### config.mk
export PLATFORM = sky130hd
export DESIGN_NAME = cmd_sequencer
export DESIGN_NICKNAME = d
export VERILOG_FILES = /design/src/cmd_pkg.sv /design/src/cmd_sequencer.sv
export VERILOG_INCLUDE_DIRS = /design/src
export SDC_FILE = /design/constraint.sdc
export NUM_CORES = 1
export LEC_CHECK = 0
export BUFFER_PORTS_ARGS = -buffer_cell sky130_fd_sc_hd__buf_2
export CAP_MARGIN = 10
export CORE_ASPECT_RATIO = 0.5
export CORE_MARGIN = 2
export CORE_UTILIZATION = 23
export DETAILED_ROUTE_END_ITERATION = 10
export PLACE_DENSITY_LB_ADDON = 0.3
export REMOVE_ABC_BUFFERS = 1
export SLEW_MARGIN = 20
export SYNTH_ARGS = -nofsm -noshare
export SYNTH_HDL_FRONTEND = slang
export SYNTH_SLANG_ARGS = --single-unit
### constraint.sdc
create_clock -name pclk -period 4.25 [get_ports pclk]
set_input_delay 0.425 -clock pclk [delete_from_list [all_inputs] [get_ports pclk]]
set_output_delay 0.425 -clock pclk [all_outputs]
set_load 0.02 [all_outputs]
### src/cmd_cfg.svh
// constants of the clock mode demo sequencer
// assumes a 100 MHz pclk and the apb slave in cmd_sequencer
`ifndef CMD_CFG_SVH
`define CMD_CFG_SVH

// register byte offsets
`define CMD_OFS_CTRL 12'h000
`define CMD_OFS_STEP 12'h004
`define CMD_OFS_LAMP 12'h008
`define CMD_OFS_STAT 12'h00c
`define CMD_OFS_MASK 12'h010
`define CMD_OFS_RES 12'h014

// ctrl fields
`define CMD_CTRL_SW_EN 0
`define CMD_CTRL_RESET_VAL 32'h0000_0001

// status / mask bit positions
`define CMD_EV_SW 0
`define CMD_EV_TICK 1
`define CMD_EV_CAL 2
`define CMD_EV_DONE 3
`define CMD_EV_HALT 4

// sequence
`define CMD_LAST_STEP 6'd41
`define CMD_AUTONOMOUS_PERIPHERAL_STANDBY_RET_A 6'd19
`define CMD_AUTONOMOUS_PERIPHERAL_STANDBY_RET_B 6'd30

// window compare limits (10-bit result)
`define CMD_WIN_LOWER 10'd240
`define CMD_WIN_UPPER 10'd255

// clock rates and times
`define CMD_PCLK_HZ 100000000
`define CMD_TICK_NS 10000000
`define CMD_TICK_CYC (`CMD_TICK_NS / (1000000000 / `CMD_PCLK_HZ))
`define CMD_CAL_NS 500000000
`define CMD_CAL_CYC (`CMD_CAL_NS / (1000000000 / `CMD_PCLK_HZ))
`define CMD_CONV_CLKS 2816
`define CMD_FAST_OSC_HZ 32000000
`define CMD_MID_OSC_HZ 4000000
`define CMD_MAIN_XTAL_HZ 20000000
`define CMD_XTAL_WAIT_LOG2 18
`define CMD_PRIO_LEVEL 2'd3

`endif

### src/cmd_pkg.sv
// types of the clock mode demo sequencer
// assumes cmd_cfg.svh for all numeric constants
package cmd_pkg;

	// cpu clock source
	typedef enum logic [2:0] {
		CMD_CLK_FAST = 3'h0,
		CMD_CLK_MID = 3'h1,
		CMD_CLK_SLOW = 3'h2,
		CMD_CLK_XTAL = 3'h3,
		CMD_CLK_SUB = 3'h4
	} cmd_clk_e;

	// operating mode
	typedef enum logic [2:0] {
		CMD_MODE_RUN = 3'h0,
		CMD_MODE_HALT = 3'h1,
		CMD_MODE_AUTONOMOUS_PERIPHERAL_STANDBY = 3'h2,
		CMD_MODE_STOP = 3'h3,
		CMD_MODE_STOP_HI = 3'h4,
		CMD_MODE_DARK = 3'h5
	} cmd_mode_e;

	// one step of the chain
	typedef struct packed {
		cmd_clk_e clk;
		cmd_mode_e mode;
	} cmd_step_s;

	// five lamps
	typedef struct packed {
		logic lamp_running;
		logic lamp_cpu_clocked;
		logic lamp_clock_bit_a;
		logic lamp_clock_bit_b;
		logic lamp_clock_bit_c;
	} cmd_lamp_s;

	// apb answer
	typedef struct packed {
		logic pready;
		logic pslverr;
		logic [31:0] prdata;
	} cmd_apb_rsp_s;

	// all state of the sequencer
	typedef struct packed {
		logic [5:0] step;
		logic halted;
		logic sw_d;
		logic sw_en;
		logic [4:0] stat;
		logic [4:0] mask;
		logic [31:0] tick_cnt;
		logic [31:0] cal_cnt;
		logic [11:0] conv_cnt;
		logic conv_busy;
		logic [9:0] result;
		cmd_lamp_s lamp;
		logic irq;
		cmd_apb_rsp_s rsp;
	} cmd_state_s;

endpackage

### src/cmd_sequencer.sv
// clock mode demo sequencer: 41-step clock/mode chain with lamp encoding
// assumes synchronous switch and 10-bit sample inputs, apb master on pclk
//
// Operation
// - switch rising edge advances the 41-step chain
// - steps 19 and 30 are entered on conversion done
// - after 41 falling edge darkens lamps, halts
// - fast oscillator lamp patterns per mode
// - high-speed stop shows distinct lamp pattern
// - middle oscillator lamp patterns per mode
// - slow oscillator: run and halt only
// - main crystal lamp patterns per mode
// - switch interrupt rising edge, enabled at init
// - interval tick every 10 ms
// - calendar periodic interrupt every 0.5 s
// - one-shot conversion started by calendar interrupt
// - done only inside window 240..255
// - conversion takes 2816 clock cycles
// - fast osc 32 MHz, middle osc 4 MHz
// - main crystal 20 MHz, 2^18 wait
// - all four interrupts at level 3; the code has no levels, all five status events drive the one irq
// - reset selects main clock, lamps outputs
//
// Our own choices: the APB register port and the placing of the registers.
`include "cmd_cfg.svh"

module cmd_sequencer #(
	parameter int unsigned TICK_CYC = `CMD_TICK_CYC,
	parameter int unsigned CAL_CYC = `CMD_CAL_CYC
) (
	input wire logic pclk,
	input wire logic presetn,
	input wire logic psel,
	input wire logic penable,
	input wire logic pwrite,
	input wire logic [11:0] paddr,
	input wire logic [31:0] pwdata,
	input wire logic switch_in,
	input wire logic [9:0] analog_sample,
	output logic [31:0] prdata,
	output logic pready,
	output logic pslverr,
	output logic lamp_running,
	output logic lamp_cpu_clocked,
	output logic lamp_clock_bit_a,
	output logic lamp_clock_bit_b,
	output logic lamp_clock_bit_c,
	output logic irq
);

	// ****************************************
	// chain table
	// ****************************************

	// clock and mode shown after step n (0 = state after reset)
	function automatic cmd_pkg::cmd_step_s step_of(input logic [5:0] n);
		cmd_pkg::cmd_step_s s;
		s.clk = cmd_pkg::CMD_CLK_FAST;
		s.mode = cmd_pkg::CMD_MODE_RUN;
		case (n)
			6'd2, 6'd4, 6'd7, 6'd31: s.clk = cmd_pkg::CMD_CLK_SUB;
			6'd3: begin
				s.clk = cmd_pkg::CMD_CLK_SUB;
				s.mode = cmd_pkg::CMD_MODE_HALT;
			end
			6'd6, 6'd8, 6'd10, 6'd12, 6'd21, 6'd23: s.clk = cmd_pkg::CMD_CLK_XTAL;
			6'd9: begin
				s.clk = cmd_pkg::CMD_CLK_XTAL;
				s.mode = cmd_pkg::CMD_MODE_HALT;
			end
			6'd11: begin
				s.clk = cmd_pkg::CMD_CLK_XTAL;
				s.mode = cmd_pkg::CMD_MODE_STOP;
			end
			6'd14: s.mode = cmd_pkg::CMD_MODE_HALT;
			6'd16: s.mode = cmd_pkg::CMD_MODE_STOP;
			6'd18: s.mode = cmd_pkg::CMD_MODE_AUTONOMOUS_PERIPHERAL_STANDBY;
			6'd40: s.mode = cmd_pkg::CMD_MODE_STOP_HI;
			6'd20, 6'd24, 6'd26, 6'd28, 6'd30, 6'd32, 6'd34: s.clk = cmd_pkg::CMD_CLK_MID;
			6'd25: begin
				s.clk = cmd_pkg::CMD_CLK_MID;
				s.mode = cmd_pkg::CMD_MODE_HALT;
			end
			6'd27: begin
				s.clk = cmd_pkg::CMD_CLK_MID;
				s.mode = cmd_pkg::CMD_MODE_STOP;
			end
			6'd29: begin
				s.clk = cmd_pkg::CMD_CLK_MID;
				s.mode = cmd_pkg::CMD_MODE_AUTONOMOUS_PERIPHERAL_STANDBY;
			end
			6'd22, 6'd33, 6'd36, 6'd38: s.clk = cmd_pkg::CMD_CLK_SLOW;
			6'd37: begin
				s.clk = cmd_pkg::CMD_CLK_SLOW;
				s.mode = cmd_pkg::CMD_MODE_HALT;
			end
			default: begin
			end
		endcase
		return s;
	endfunction

	// lamp pattern of a clock and mode
	function automatic cmd_pkg::cmd_lamp_s lamp_of(input cmd_pkg::cmd_step_s s);
		cmd_pkg::cmd_lamp_s l;
		logic [2:0] src;
		src = 3'h1;
		l = '0;
		// upper pair: running and cpu clocked per mode
		case (s.mode)
			cmd_pkg::CMD_MODE_RUN: begin
				l.lamp_running = 1'b1;
				l.lamp_cpu_clocked = 1'b1;
			end
			cmd_pkg::CMD_MODE_HALT: l.lamp_cpu_clocked = 1'b1;
			cmd_pkg::CMD_MODE_AUTONOMOUS_PERIPHERAL_STANDBY: l.lamp_running = 1'b1;
			default: begin
			end
		endcase
		case (s.clk)
			cmd_pkg::CMD_CLK_FAST: src = 3'h1;
			cmd_pkg::CMD_CLK_MID: src = 3'h2;
			cmd_pkg::CMD_CLK_SLOW: src = 3'h3;
			cmd_pkg::CMD_CLK_XTAL: src = 3'h5;
			cmd_pkg::CMD_CLK_SUB: src = 3'h6;
			default: src = 3'h1;
		endcase
		// high-speed stop forces clock bits b and c, clears a
		if (s.mode == cmd_pkg::CMD_MODE_STOP_HI) begin
			src = 3'h3;
		end
		{l.lamp_clock_bit_a, l.lamp_clock_bit_b, l.lamp_clock_bit_c} = src;
		if (s.mode == cmd_pkg::CMD_MODE_DARK) begin
			l = '0;
		end
		return l;
	endfunction

	// ****************************************
	// next state
	// ****************************************

	cmd_pkg::cmd_state_s st_r;
	cmd_pkg::cmd_state_s st_nxt;
	logic wr_acc;
	logic rd_acc;
	logic sw_rise;
	logic sw_fall;
	logic tick_ev;
	logic cal_ev;
	logic done_ev;
	logic autonomous_peripheral_standby_wait;
	logic [4:0] ev;
	cmd_pkg::cmd_step_s cur;

	always_comb begin
		st_nxt = st_r;
		cur = step_of(st_r.step);
		wr_acc = psel && penable && pwrite && st_r.rsp.pready;
		rd_acc = psel && !penable && !pwrite;
		st_nxt.sw_d = switch_in;
		// rising edge detect, gated by enable
		sw_rise = st_r.sw_en && switch_in && !st_r.sw_d;
		sw_fall = st_r.sw_en && !switch_in && st_r.sw_d;
		tick_ev = (st_r.tick_cnt == TICK_CYC - 1);
		st_nxt.tick_cnt = tick_ev ? 32'h0 : st_r.tick_cnt + 32'h1;
		cal_ev = (st_r.cal_cnt == CAL_CYC - 1);
		st_nxt.cal_cnt = cal_ev ? 32'h0 : st_r.cal_cnt + 32'h1;
		done_ev = 1'b0;
		if (cal_ev && !st_r.conv_busy) begin
			st_nxt.conv_busy = 1'b1;
			st_nxt.conv_cnt = 12'h0;
			st_nxt.result = analog_sample;
		end else if (st_r.conv_busy) begin
			if (st_r.conv_cnt == 12'(`CMD_CONV_CLKS - 1)) begin
				st_nxt.conv_busy = 1'b0;
				done_ev = (st_r.result >= `CMD_WIN_LOWER) && (st_r.result <= `CMD_WIN_UPPER);
			end else begin
				st_nxt.conv_cnt = st_r.conv_cnt + 12'h1;
			end
		end
		// autonomous_peripheral_standby returns wait for conversion done
		autonomous_peripheral_standby_wait = (st_r.step == `CMD_AUTONOMOUS_PERIPHERAL_STANDBY_RET_A - 6'd1)
			|| (st_r.step == `CMD_AUTONOMOUS_PERIPHERAL_STANDBY_RET_B - 6'd1);
		if (!st_r.halted) begin
			if (autonomous_peripheral_standby_wait) begin
				if (done_ev) begin
					st_nxt.step = st_r.step + 6'd1;
				end
			end else if (st_r.step != `CMD_LAST_STEP) begin
				if (sw_rise) begin
					st_nxt.step = st_r.step + 6'd1;
				end
			// final falling edge halts until reset
			end else if (sw_fall) begin
				st_nxt.halted = 1'b1;
			end
		end
		if (st_nxt.halted) begin
			cur.mode = cmd_pkg::CMD_MODE_DARK;
			cur.clk = cmd_pkg::CMD_CLK_FAST;
		end else begin
			cur = step_of(st_nxt.step);
		end
		st_nxt.lamp = lamp_of(cur);
		// all events share one priority level
		ev = 5'h0;
		ev[`CMD_EV_SW] = sw_rise;
		ev[`CMD_EV_TICK] = tick_ev;
		ev[`CMD_EV_CAL] = cal_ev;
		ev[`CMD_EV_DONE] = done_ev;
		ev[`CMD_EV_HALT] = st_nxt.halted && !st_r.halted;
		// apb write, write one to clear status; set wins
		st_nxt.rsp.pready = psel && !penable;
		st_nxt.rsp.pslverr = 1'b0;
		if (wr_acc) begin
			case (paddr)
				`CMD_OFS_CTRL: st_nxt.sw_en = pwdata[`CMD_CTRL_SW_EN];
				`CMD_OFS_STAT: st_nxt.stat = st_r.stat & ~pwdata[4:0];
				`CMD_OFS_MASK: st_nxt.mask = pwdata[4:0];
				default: begin
				end
			endcase
		end
		st_nxt.stat = st_nxt.stat | ev;
		st_nxt.irq = |(st_nxt.stat & st_nxt.mask);
		// apb read data captured in setup cycle
		if (psel && !penable) begin
			st_nxt.rsp.prdata = 32'h0;
			case (paddr)
				`CMD_OFS_CTRL: st_nxt.rsp.prdata = {31'h0, st_r.sw_en};
				`CMD_OFS_STEP: st_nxt.rsp.prdata = {25'h0, st_r.halted, st_r.step};
				`CMD_OFS_LAMP: st_nxt.rsp.prdata = {27'h0, st_r.lamp};
				`CMD_OFS_STAT: st_nxt.rsp.prdata = {27'h0, st_r.stat};
				`CMD_OFS_MASK: st_nxt.rsp.prdata = {27'h0, st_r.mask};
				`CMD_OFS_RES: st_nxt.rsp.prdata = {22'h0, st_r.result};
				default: st_nxt.rsp.pslverr = rd_acc || pwrite;
			endcase
		end
	end

	// ****************************************
	// state register
	// ****************************************

	// reset: main fast clock running, lamps driven
	always_ff @(posedge pclk or negedge presetn) begin
		if (!presetn) begin
			st_r <= '0;
			st_r.sw_en <= 1'b1;
			st_r.lamp <= 5'h19;
		end else begin
			st_r <= st_nxt;
		end
	end

	// outputs straight from flip-flops
	assign prdata = st_r.rsp.prdata;
	assign pready = st_r.rsp.pready;
	assign pslverr = st_r.rsp.pslverr;
	assign lamp_running = st_r.lamp.lamp_running;
	assign lamp_cpu_clocked = st_r.lamp.lamp_cpu_clocked;
	assign lamp_clock_bit_a = st_r.lamp.lamp_clock_bit_a;
	assign lamp_clock_bit_b = st_r.lamp.lamp_clock_bit_b;
	assign lamp_clock_bit_c = st_r.lamp.lamp_clock_bit_c;
	assign irq = st_r.irq;

endmodule

Word-level counts from Yosys, hierarchy flattened
Index checks and enable logic that the tools add are counted.
{"block": "totals", "output_inout_bits": 40, "inputBits": 60, "word_cells": 149, "register_bits": 146}
{"block": "op_classes", "n_reduce_logical": 36, "mux": 31, "bitwise_logic": 4, "magnitude_cmp": 2, "add_sub_neg": 4, "eq_ne": 52}
{"op": "6-bit by 5-bit == test with 1-bit output (second input constant)", "count": 16}
{"op": "32-bit by 1-bit adder with 32-bit output (second input constant)", "count": 2}
{"op": "32-bit two-way mux", "count": 2}
{"op": "10-bit case mux with 6 select lines", "count": 1}
{"op": "6-bit == test (second input constant)", "count": 7}
{"op": "6-bit by 4-bit == test with 1-bit output (second input constant)", "count": 6}
{"op": "3-bit case mux with 4 select lines", "count": 3}
{"op": "33-bit two-way mux", "count": 1}
{"op": "32-bit by 20-bit == test with 1-bit output (second input constant)", "count": 1}
{"op": "32-bit by 26-bit == test with 1-bit output (second input constant)", "count": 1}
{"op": "6-bit two-way mux", "count": 5}
{"op": "13-bit two-way mux", "count": 2}
{"op": "12-bit by 4-bit == test with 1-bit output (second input constant)", "count": 2}
{"op": "12-bit by 5-bit == test with 1-bit output (second input constant)", "count": 2}
{"op": "5-bit OR reduction", "count": 4}
{"op": "6-bit by 3-bit == test with 1-bit output (second input constant)", "count": 3}
{"op": "5-bit two-way mux", "count": 3}
{"op": "12-bit by 1-bit adder with 12-bit output (second input constant)", "count": 1}
{"op": "12-bit == test (second input constant)", "count": 1}
{"op": "12-bit by 3-bit == test with 1-bit output (second input constant)", "count": 1}
{"op": "6-bit by 2-bit == test with 1-bit output (second input constant)", "count": 2}
{"op": "1-bit logical AND", "count": 12}
{"op": "12-bit logical NOT", "count": 1}
{"op": "12-bit two-way mux", "count": 1}
{"op": "25 further kinds", "count": 49}

Logic depth before layout (Yosys ltp)
Gate-level depths: netlist of the first run.
{"block": "logic_depth", "depth_word": 16, "depth_mapped": 14, "depth_no_buf": 12}

Worst setup path after synthesis of the first run
No wires, ideal clock.
{"block": "synth_path", "kind": "reg-to-reg", "startpoint": "reg st_r[140] in the netlist's numbering", "endpoint": "reg st_r, in the netlist lamp_clock_bit_b", "synth_period_minus_slack_ns": 3.034, "t_arrival_ns": 2.952, "n_path_buf": 1, "setup_slack_ns": 1.216, "t_required_ns": 4.168, "stages_incl_launch_ff": 13, "path_cell_list": "dfrtp_1 -> clkbuf_1 -> inv_1 -> ha_1 -> nor3b_1 -> o211ai_1 -> or2_4 -> a21oi_4 -> mux2_2 -> nor4b_2 -> a221oi_2 -> or3_1 -> a31oi_1"}
{"item": "start, declared", "line": "cmd_sequencer.sv:143", "rtl": "cmd_pkg::cmd_state_s st_r;"}
{"item": "start signal, assigned", "line": "cmd_sequencer.sv:253", "rtl": "st_r <= st_nxt;"}

==> impl_metrics.xml, run 1 <==
<?xml version="1.0" encoding="UTF-8"?>
<metrics>
  <group name="finish">
    <metric name="postLayoutCellArea" unit="mm²">0.00767</metric>
    <metric name="synthToLayoutAreaGrowth" unit="%">16.9</metric>
    <metric name="layout-drive-gt1-share" unit="%">16.3</metric>
    <metric name="final_net_count" unit="">797</metric>
    <metric name="most-common-layout-cells" unit="">sky130_fd_sc_hd__dfrtp_1, sky130_fd_sc_hd__nand2_1, sky130_fd_sc_hd__nor2_1</metric>
    <metric name="final_cells" unit="">1126</metric>
    <metric name="fill_cells" unit="">2982</metric>
    <metric name="insertedDiodeCount" unit="">0</metric>
    <metric name="commonest_non_fill_non_tap_cell_in_the_layout" unit="">sky130_fd_sc_hd__dfrtp_1</metric>
  </group>
  <group name="route">
    <metric name="postRouteWirelength" unit="µm">15300</metric>
    <metric name="dr.first_iter.drc_count" unit="">319</metric>
    <metric name="wl_per_cell" unit="µm">13.6</metric>
    <metric name="dr_total_vias" unit="">4967</metric>
    <metric name="drt-pass1-iter-count" unit="">6</metric>
    <metric name="route.detailed.drc" unit="">0</metric>
    <metric name="post_drt_via_cell_ratio" unit="">4.41</metric>
    <metric name="antenna_violating_nets_post_route" unit="">0</metric>
  </group>
  <group name="cts">
    <metric name="clockBufferDepth" unit="">2</metric>
    <metric name="cts_post_setup_buffers_inserted" unit="">0</metric>
    <metric name="cts-buffers-inserted" unit="">17</metric>
    <metric name="cts-htree-levels" unit="">4</metric>
    <metric name="clockRootBuffer" unit="">sky130_fd_sc_hd__clkbuf_16</metric>
    <metric name="cts_tree" unit="">built</metric>
    <metric name="clock_latency" unit="ns">0.41</metric>
    <metric name="cts-hold-fix-buffers" unit="">0</metric>
    <metric name="clock_sinks" unit="">124</metric>
    <metric name="clk_pin_slew_worst_paths" unit="ns">0.06</metric>
    <metric name="cts-resized-gates" unit="">0</metric>
  </group>
  <group name="power">
    <metric name="static-leakage-power" unit="nW">3.46</metric>
    <metric name="switching_share" unit="%">21.4</metric>
    <metric name="sequentialPowerShare" unit="%">43.7</metric>
    <metric name="intPower" unit="W">0.00214</metric>
    <metric name="power.share.combinational" unit="%">3.7</metric>
    <metric name="power.net_switching" unit="W">0.000584</metric>
    <metric name="vdd_drop_max" unit="µV">265</metric>
    <metric name="power.density_cell_area" unit="mW/mm²">355</metric>
    <metric name="power_frac_clock" unit="%">52.6</metric>
  </group>
  <group name="floorplan">
    <metric name="rows" unit="">43</metric>
    <metric name="die_area" unit="mm²">0.0300</metric>
    <metric name="die-width" unit="µm">243</metric>
    <metric name="boundaryPins" unit="">100</metric>
    <metric name="die_height" unit="µm">123</metric>
    <metric name="initial_core_utilization" unit="%">23.6</metric>
    <metric name="design.core.area" unit="mm²">0.0279</metric>
  </group>
  <group name="critical_path">
    <metric name="crit_arrival" unit="ns">3.85</metric>
    <metric name="setup.worst_path.start_class" unit="">register</metric>
    <metric name="critical_path.reg2reg.startpoint" unit="">st_r[140]$_DFF_PN0_</metric>
    <metric name="setup.worst_path.end" unit="">lamp_clock_bit_b$_DFF_PN0_</metric>
    <metric name="rr_worst_depth" unit="">11</metric>
    <metric name="crit_required" unit="ns">4.56</metric>
    <metric name="worstPathMaxFanout" unit="">11</metric>
    <metric name="timing_worst_setup_path_type" unit="">register to register</metric>
    <metric name="end_kind" unit="">register</metric>
    <metric name="reg2reg_setup_slack" unit="ns">0.70</metric>
    <metric name="r2r-end" unit="">lamp_clock_bit_b$_DFF_PN0_</metric>
    <metric name="crit_start" unit="">st_r[140]$_DFF_PN0_</metric>
  </group>
  <group name="timing">
    <metric name="timing_worst_slew_pin_value" unit="ns">0.948</metric>
    <metric name="final.min_clock_period" unit="ns">3.55</metric>
    <metric name="hold_ws" unit="ns">0.140</metric>
    <metric name="timing.fmax" unit="MHz">282</metric>
    <metric name="layout_setup_ws" unit="ns">0.702</metric>
    <metric name="timing.setup.tns" unit="ns">0</metric>
    <metric name="max-slew-margin-rel" unit="%">36.8</metric>
    <metric name="fin_worst_skew" unit="ns">0.00798</metric>
    <metric name="setup_violations" unit="">0</metric>
    <metric name="report.final.slew_viol_count" unit="">0</metric>
    <metric name="number_of_hold_slack_violations_in_the_final_timing_report" unit="">0</metric>
    <metric name="grt_setup_unrepaired" unit="">no</metric>
    <metric name="final_critical_path_share_of_the_clock_period" unit="%">83.5</metric>
  </group>
  <group name="yosys">
    <metric name="synth_cells" unit="">689</metric>
    <metric name="netlist-cell-type-count" unit="">69</metric>
    <metric name="synth_async_sr_flop_share" unit="%">100</metric>
    <metric name="seq_total_area_yosys" unit="%">47.3</metric>
    <metric name="avgSynthCellArea" unit="µm²">9.53</metric>
    <metric name="synth-warning-count" unit="">0</metric>
    <metric name="ys_seq_elements" unit="">124</metric>
    <metric name="number_of_flops_mapped_to_enable_cells_by_yosys" unit="">0</metric>
    <metric name="area_of_the_mapped_netlist" unit="mm²">0.00657</metric>
    <metric name="synth_flop_cell" unit="">sky130_fd_sc_hd__dfrtp_1</metric>
  </group>
  <group name="global_routing">
    <metric name="grt_usage" unit="%">10.4</metric>
    <metric name="global_route.usage.met1" unit="%">12.6</metric>
    <metric name="number_of_antenna_violations_at_the_first_check_in_global_routing" unit="">0</metric>
    <metric name="wire_length_of_the_first_global_routing_pass" unit="µm">24700</metric>
    <metric name="grt.busiest_layer" unit="">met2</metric>
    <metric name="use_met3" unit="%">2.08</metric>
    <metric name="groute.layer.met2.usage" unit="%">18.3</metric>
    <metric name="grt.overflow.total" unit="">0</metric>
    <metric name="grt_pass1_vias" unit="">4867</metric>
    <metric name="grt_max_degree" unit="">75</metric>
  </group>
  <group name="run_status">
    <metric name="run_status" unit="">completed</metric>
  </group>
  <group name="placement">
    <metric name="detailedPlace.worstSlack" unit="ns">0.778</metric>
    <metric name="place.gp.congestion" unit="">0.804</metric>
    <metric name="placed_cells_incl_taps" unit="">1094</metric>
    <metric name="io_buffers" unit="">50</metric>
    <metric name="half_perimeter_wire_length_after_placement" unit="µm">10900</metric>
    <metric name="dpl_cell_area" unit="mm²">0.00708</metric>
  </group>
  <group name="hold_path">
    <metric name="hold_path_class" unit="">input port to async pin</metric>
  </group>
  <group name="run">
    <metric name="timing.max_cap.violations" unit="">0</metric>
  </group>
</metrics>
-- cell usage after synthesis, types with 3 or more instances --
| master | count | area (µm²) |
|---|---|---|
| sky130_fd_sc_hd__and4_1 | 7 | 61.3 |
| sky130_fd_sc_hd__nor2_1 | 62 | 233 |
| sky130_fd_sc_hd__and3_1 | 17 | 106 |
| sky130_fd_sc_hd__buf_4 | 35 | 263 |
| sky130_fd_sc_hd__a21oi_1 | 7 | 35.0 |
| sky130_fd_sc_hd__mux2_2 | 12 | 135 |
| sky130_fd_sc_hd__ha_1 | 6 | 75.1 |
| sky130_fd_sc_hd__dfstp_2 | 4 | 105 |
| sky130_fd_sc_hd__a21o_1 | 6 | 45.0 |
| sky130_fd_sc_hd__inv_1 | 14 | 52.6 |
| sky130_fd_sc_hd__or3_1 | 3 | 18.8 |
| sky130_fd_sc_hd__xor2_1 | 28 | 245 |
| sky130_fd_sc_hd__o22ai_1 | 4 | 25.0 |
| sky130_fd_sc_hd__nor4_1 | 11 | 68.8 |
| sky130_fd_sc_hd__o31ai_1 | 3 | 22.5 |
| sky130_fd_sc_hd__nor4b_1 | 4 | 35.0 |
| sky130_fd_sc_hd__clkbuf_1 | 16 | 60.1 |
| sky130_fd_sc_hd__mux2i_1 | 7 | 70.1 |
| sky130_fd_sc_hd__xnor2_1 | 39 | 342 |
| sky130_fd_sc_hd__buf_2 | 3 | 15.0 |
| sky130_fd_sc_hd__nand4_1 | 21 | 131 |
| sky130_fd_sc_hd__nand2_1 | 106 | 398 |
| sky130_fd_sc_hd__nand3_1 | 44 | 220 |
| sky130_fd_sc_hd__o211ai_1 | 4 | 30.0 |
| sky130_fd_sc_hd__nor3_1 | 11 | 55.1 |
| sky130_fd_sc_hd__a31oi_1 | 8 | 50.1 |
| sky130_fd_sc_hd__dfrtp_1 | 120 | 3000 |
| sky130_fd_sc_hd__nor2b_1 | 5 | 31.3 |
| sky130_fd_sc_hd__or2_2 | 4 | 25.0 |
| sky130_fd_sc_hd__o21ai_0 | 24 | 120 |
| sky130_fd_sc_hd__nand4bb_1 | 4 | 45.0 |
| sky130_fd_sc_hd__a221o_1 | 4 | 40.0 |
-- logic make-up (layout without fill, tap and decap cells) --
group	Yosys count	after routing	synth area share [%]
compound gates	86	86	9.15
xor+xnor	67	67	8.94
fa+ha+maj	6	6	1.14
buf+inv	70	104	6.17
flops	124	124	47.3
mux	20	20	3.30
other cells	1	22	0.0571
simple gates	315	315	23.9
-- stage by stage --
stage	utilization (%)	total power [W]
floorplan	-	0.00125
global placement	25.4	0.00131
detailed placement	25.4	0.00131
CTS	27.5	0.00276
global route	27.5	0.00283
finish	27.5	0.00273
-- state kept, by name (all words and copies together) (netlist names) --
name,flops
pslverr,1
irq,1
prdata,10
lamp_clock_bit_a,1
st_r,106
lamp_clock_bit_b,1
lamp_clock_bit_c,1
pready,1
lamp_running,1
lamp_cpu_clocked,1
-- cell type report --
cell class,instances,area [µm²],share of cell area [%]
inverter,15,56.3,0.734
sequential,124,3110,40.5
timing repair buffer,57,305,3.98
tap,382,478,6.23
clock buffer,27,543,7.08
clock inverter,5,52.6,0.685
multi-input combinational,516,3130,40.8
-- critical path: stages, from the launching register on --
cell and delay [ns]:
sky130_fd_sc_hd__dfrtp_1 0.53, sky130_fd_sc_hd__inv_1 0.15, sky130_fd_sc_hd__ha_1 0.24, sky130_fd_sc_hd__nor3b_1 0.16, sky130_fd_sc_hd__o21ai_0 0.45, sky130_fd_sc_hd__nand2_1 0.24
sky130_fd_sc_hd__a21oi_4 0.25, sky130_fd_sc_hd__mux2_2 0.41, sky130_fd_sc_hd__nor4b_2 0.36, sky130_fd_sc_hd__a221oi_2 0.08, sky130_fd_sc_hd__or3_1 0.31, sky130_fd_sc_hd__a31oi_1 0.25
-- power by group through the flow --
stage	sequential [W]	clock (W)	combinational [W]
after floorplan	0.00122	0	0.0000385
after global placement	0.00121	0	0.000101
after detailed placement	0.00121	0	0.000102
after CTS	0.00119	0.00147	0.000103
after global routing	0.00119	0.00153	0.000113
final	0.00119	0.00143	0.0000998
-- how the worst min path moves through the flow --
stage          slack [ns]               endpoint  cells past startpoint
6_report             0.14   st_r[54]$_DFFE_PN0P_                      1
5_1_grt              0.19    st_r[138]$_DFF_PN0_                      1
4_1_cts              0.19    st_r[138]$_DFF_PN0_                      1
3_5_place_dp         0.45  prdata[8]$_DFFE_PN0P_                      2
3_3_place_gp         0.45  prdata[8]$_DFFE_PN0P_                      2
2_1_floorplan        0.13          irq$_DFF_PN0_                      0
-- routing by layer --
metal	wire, µm	part of all wire, %	up-vias
li1	-	-	2452
met1	7060	46	2429
met2	7610	50	73
met3	357	2.3	13
met4	243	1.6	0
met5	0	0	-
Note: power is estimated with default switching activity, not from simulation.
==> run 2, diff against run 1 <==
Clock period 4.25 ns to 3.05 ns, I/O delays scaled along.
==> impl_metrics.xml, run 2 (synthesized netlist as in run 1, its figures left out) <==
<?xml version="1.0" encoding="UTF-8"?>
<metrics>
  <group name="critical_path">
    <metric name="cpLargestDelayFamily" unit="">simple AND/OR/NAND/NOR gates</metric>
    <metric name="crit_chain" unit="">nand4bb_4 -&gt; or4_4 -&gt; or2_4 -&gt; a21oi_4 -&gt; buf_4 -&gt; mux2i_2 -&gt; nor3_1 -&gt; a221oi_2 -&gt; buf_4 -&gt; o21ai_0 -&gt; a31oi_1</metric>
    <metric name="setup.worst_path.start_class" unit="">register</metric>
    <metric name="cpMostUsedCell" unit="">sky130_fd_sc_hd__buf_4</metric>
    <metric name="number_of_buffers_and_inverters_on_the_critical_path" unit="">2</metric>
    <metric name="reg2reg_setup_slack" unit="ns">0.14</metric>
    <metric name="largest_stage_delay_worst_path" unit="ns">0.56</metric>
    <metric name="critical_path.reg2reg.startpoint" unit="">st_r[49]$_DFFE_PN0P_</metric>
    <metric name="r2r-end" unit="">lamp_clock_bit_b$_DFF_PN0_</metric>
    <metric name="timing.critical_path.slowest_stage_cell" unit="">sky130_fd_sc_hd__or4_4</metric>
    <metric name="worstPathMaxFanout" unit="">3</metric>
    <metric name="crit_arrival" unit="ns">3.23</metric>
    <metric name="timing_worst_setup_path_type" unit="">register to register</metric>
    <metric name="crit_start" unit="">st_r[49]$_DFFE_PN0P_</metric>
    <metric name="crit_required" unit="ns">3.38</metric>
    <metric name="rr_worst_depth" unit="">11</metric>
    <metric name="end_kind" unit="">register</metric>
  </group>
  <group name="power">
    <metric name="intPower" unit="W">0.00276</metric>
    <metric name="power.density_cell_area" unit="mW/mm²">450</metric>
    <metric name="sequentialPowerShare" unit="%">46.9</metric>
    <metric name="power_frac_clock" unit="%">49.0</metric>
    <metric name="power.net_switching" unit="W">0.000783</metric>
    <metric name="switching_share" unit="%">22.1</metric>
    <metric name="vdd_drop_max" unit="µV">398</metric>
    <metric name="static-leakage-power" unit="nW">3.57</metric>
    <metric name="power.share.combinational" unit="%">4.0</metric>
  </group>
  <group name="cts">
    <metric name="clock_latency" unit="ns">0.41</metric>
    <metric name="cts-buffers-inserted" unit="">17</metric>
    <metric name="clk_pin_slew_worst_paths" unit="ns">0.05</metric>
    <metric name="clock_sinks" unit="">124</metric>
    <metric name="clockBufferDepth" unit="">2</metric>
    <metric name="cts-htree-levels" unit="">4</metric>
    <metric name="cts_tree" unit="">built</metric>
    <metric name="clockRootBuffer" unit="">sky130_fd_sc_hd__clkbuf_16</metric>
  </group>
  <group name="global_routing">
    <metric name="global_route.usage.met1" unit="%">12.9</metric>
    <metric name="use_met3" unit="%">2.54</metric>
    <metric name="groute.layer.met2.usage" unit="%">18.7</metric>
    <metric name="wire_length_of_the_first_global_routing_pass" unit="µm">25300</metric>
    <metric name="grt_usage" unit="%">10.6</metric>
    <metric name="grt_pass1_vias" unit="">5077</metric>
    <metric name="grt.overflow.total" unit="">0</metric>
    <metric name="grt.busiest_layer" unit="">met2</metric>
    <metric name="number_of_antenna_violations_at_the_first_check_in_global_routing" unit="">0</metric>
    <metric name="grt_max_degree" unit="">62</metric>
  </group>
  <group name="placement">
    <metric name="io_buffers" unit="">50</metric>
    <metric name="dpl_cell_area" unit="mm²">0.00729</metric>
    <metric name="half_perimeter_wire_length_after_placement" unit="µm">11300</metric>
    <metric name="place.gp.congestion" unit="">0.797</metric>
  </group>
  <group name="route">
    <metric name="route.detailed.drc" unit="">0</metric>
    <metric name="drt-pass1-iter-count" unit="">5</metric>
    <metric name="dr.first_iter.drc_count" unit="">377</metric>
    <metric name="wl_per_cell" unit="µm">13.4</metric>
    <metric name="postRouteWirelength" unit="µm">15500</metric>
    <metric name="dr_total_vias" unit="">5072</metric>
    <metric name="antenna_violating_nets_post_route" unit="">0</metric>
    <metric name="post_drt_via_cell_ratio" unit="">4.40</metric>
  </group>
  <group name="hold_path">
    <metric name="whs_endpoint" unit="">st_r[138]$_DFF_PN0_</metric>
    <metric name="hold_path_class" unit="">input port to register</metric>
    <metric name="hold-path-cell-count" unit="">1</metric>
    <metric name="hp-start" unit="">switch_in</metric>
  </group>
  <group name="finish">
    <metric name="final_net_count" unit="">828</metric>
    <metric name="insertedDiodeCount" unit="">0</metric>
    <metric name="synthToLayoutAreaGrowth" unit="%">19.8</metric>
    <metric name="largest_register_ffs" unit="">106</metric>
    <metric name="layout-drive-gt1-share" unit="%">19.0</metric>
    <metric name="top_register" unit="">st_r</metric>
    <metric name="postLayoutCellArea" unit="mm²">0.00787</metric>
    <metric name="fill_cells" unit="">2985</metric>
    <metric name="most-common-layout-cells" unit="">sky130_fd_sc_hd__dfrtp_1, sky130_fd_sc_hd__nand2_1, sky130_fd_sc_hd__nor2_1</metric>
    <metric name="commonest_non_fill_non_tap_cell_in_the_layout" unit="">sky130_fd_sc_hd__dfrtp_1</metric>
  </group>
  <group name="floorplan">
    <metric name="rows" unit="">43</metric>
    <metric name="die_height" unit="µm">123</metric>
    <metric name="design.core.area" unit="mm²">0.0279</metric>
    <metric name="boundaryPins" unit="">100</metric>
    <metric name="die_area" unit="mm²">0.0300</metric>
    <metric name="initial_core_utilization" unit="%">23.6</metric>
    <metric name="die-width" unit="µm">243</metric>
  </group>
  <group name="timing">
    <metric name="timing_worst_slew_pin_value" unit="ns">0.793</metric>
    <metric name="number_of_hold_slack_violations_in_the_final_timing_report" unit="">0</metric>
    <metric name="timing.fmax" unit="MHz">344</metric>
    <metric name="max-slew-margin-rel" unit="%">47.1</metric>
    <metric name="final.min_clock_period" unit="ns">2.91</metric>
    <metric name="final_critical_path_share_of_the_clock_period" unit="%">95.3</metric>
    <metric name="report.final.slew_viol_count" unit="">0</metric>
    <metric name="fin_worst_skew" unit="ns">0.0116</metric>
    <metric name="setup_violations" unit="">0</metric>
    <metric name="hold_ws" unit="ns">0.0776</metric>
  </group>
  <group name="run">
    <metric name="timing.max_cap.violations" unit="">0</metric>
  </group>
  <group name="run_status">
    <metric name="run_status" unit="">completed</metric>
  </group>
</metrics>
[run 2: power by group through the flow]
stage	Combinational, W	Clock (W)	Sequential [W]
floorplan	0.0000537	0	0.00169
global placement	0.000143	0	0.00169
detailed placement	0.000145	0	0.00169
CTS	0.000146	0.00179	0.00166
global route	0.000161	0.00187	0.00166
finish	0.000143	0.00174	0.00166
[run 2: worst reg2reg max path, cell delays in order (launching register included)]
cell,delay (ns)
sky130_fd_sc_hd__dfrtp_1,0.38
sky130_fd_sc_hd__nand4bb_4,0.24
sky130_fd_sc_hd__or4_4,0.56
sky130_fd_sc_hd__or2_4,0.30
sky130_fd_sc_hd__a21oi_4,0.19
sky130_fd_sc_hd__buf_4,0.17
sky130_fd_sc_hd__mux2i_2,0.25
sky130_fd_sc_hd__nor3_1,0.08
sky130_fd_sc_hd__a221oi_2,0.27
sky130_fd_sc_hd__buf_4,0.16
sky130_fd_sc_hd__o21ai_0,0.06
sky130_fd_sc_hd__a31oi_1,0.18
[run 2: how the worst max path moves through the flow]
stage | endpoint | slack [ns] | depth (start not counted)
final | lamp_clock_bit_b$_DFF_PN0_ | 0.14 | 11
after global routing | lamp_clock_bit_b$_DFF_PN0_ | -0.02 | 12
after CTS | lamp_clock_bit_b$_DFF_PN0_ | 0.002 | 9
after detailed placement | lamp_clock_bit_b$_DFF_PN0_ | 0.02 | 9
after global placement | lamp_clock_bit_b$_DFF_PN0_ | 0.08 | 9
after floorplan | lamp_clock_bit_b$_DFF_PN0_ | -0.10 | 10
[run 2: through the flow]
| step | power [W] | setup WS (ns) | cells | TNS [ns] | util (%) |
|---|---|---|---|---|---|
| floorplan | 0.00175 | -0.101 | 655 | -0.123 | - |
| global placement | 0.00183 | 0.0814 | 1122 | 0 | 26.2 |
| detailed placement | 0.00183 | 0.0172 | 1122 | 0 | 26.2 |
| CTS | 0.00359 | 0.00239 | 1152 | 0 | 28.0 |
| global route | 0.00369 | -0.0191 | 1154 | -0.0223 | 28.2 |
| finish | 0.00354 | 0.142 | 1154 | 0 | 28.2 |
[run 2: timing repair]
action | 4_1_cts | 5_1_grt
setup buffers | 0 | 2
gates resized for setup | 0 | 10
setup endpoints to repair | 0 | 3
endpoints found under the hold margin | 4 | 0
hold buffers | 1 | 0
[run 2: layer usage]
metal | vias up | wire (µm)
met4 | 0 | 191
met5 | - | 0
li1 | 2504 | -
met1 | 2473 | 6980
met3 | 15 | 501
met2 | 80 | 7820
[run 2: cell type report]
type | instances | area (µm²) | area share, %
clock inverters | 3 | 15.0 | 0.191
inverters | 15 | 56.3 | 0.716
clock buffers | 26 | 479 | 6.09
flip-flops and latches | 124 | 3110 | 39.5
well taps | 382 | 478 | 6.08
repair buffers | 88 | 544 | 6.92
multi-input cells | 516 | 3190 | 40.5
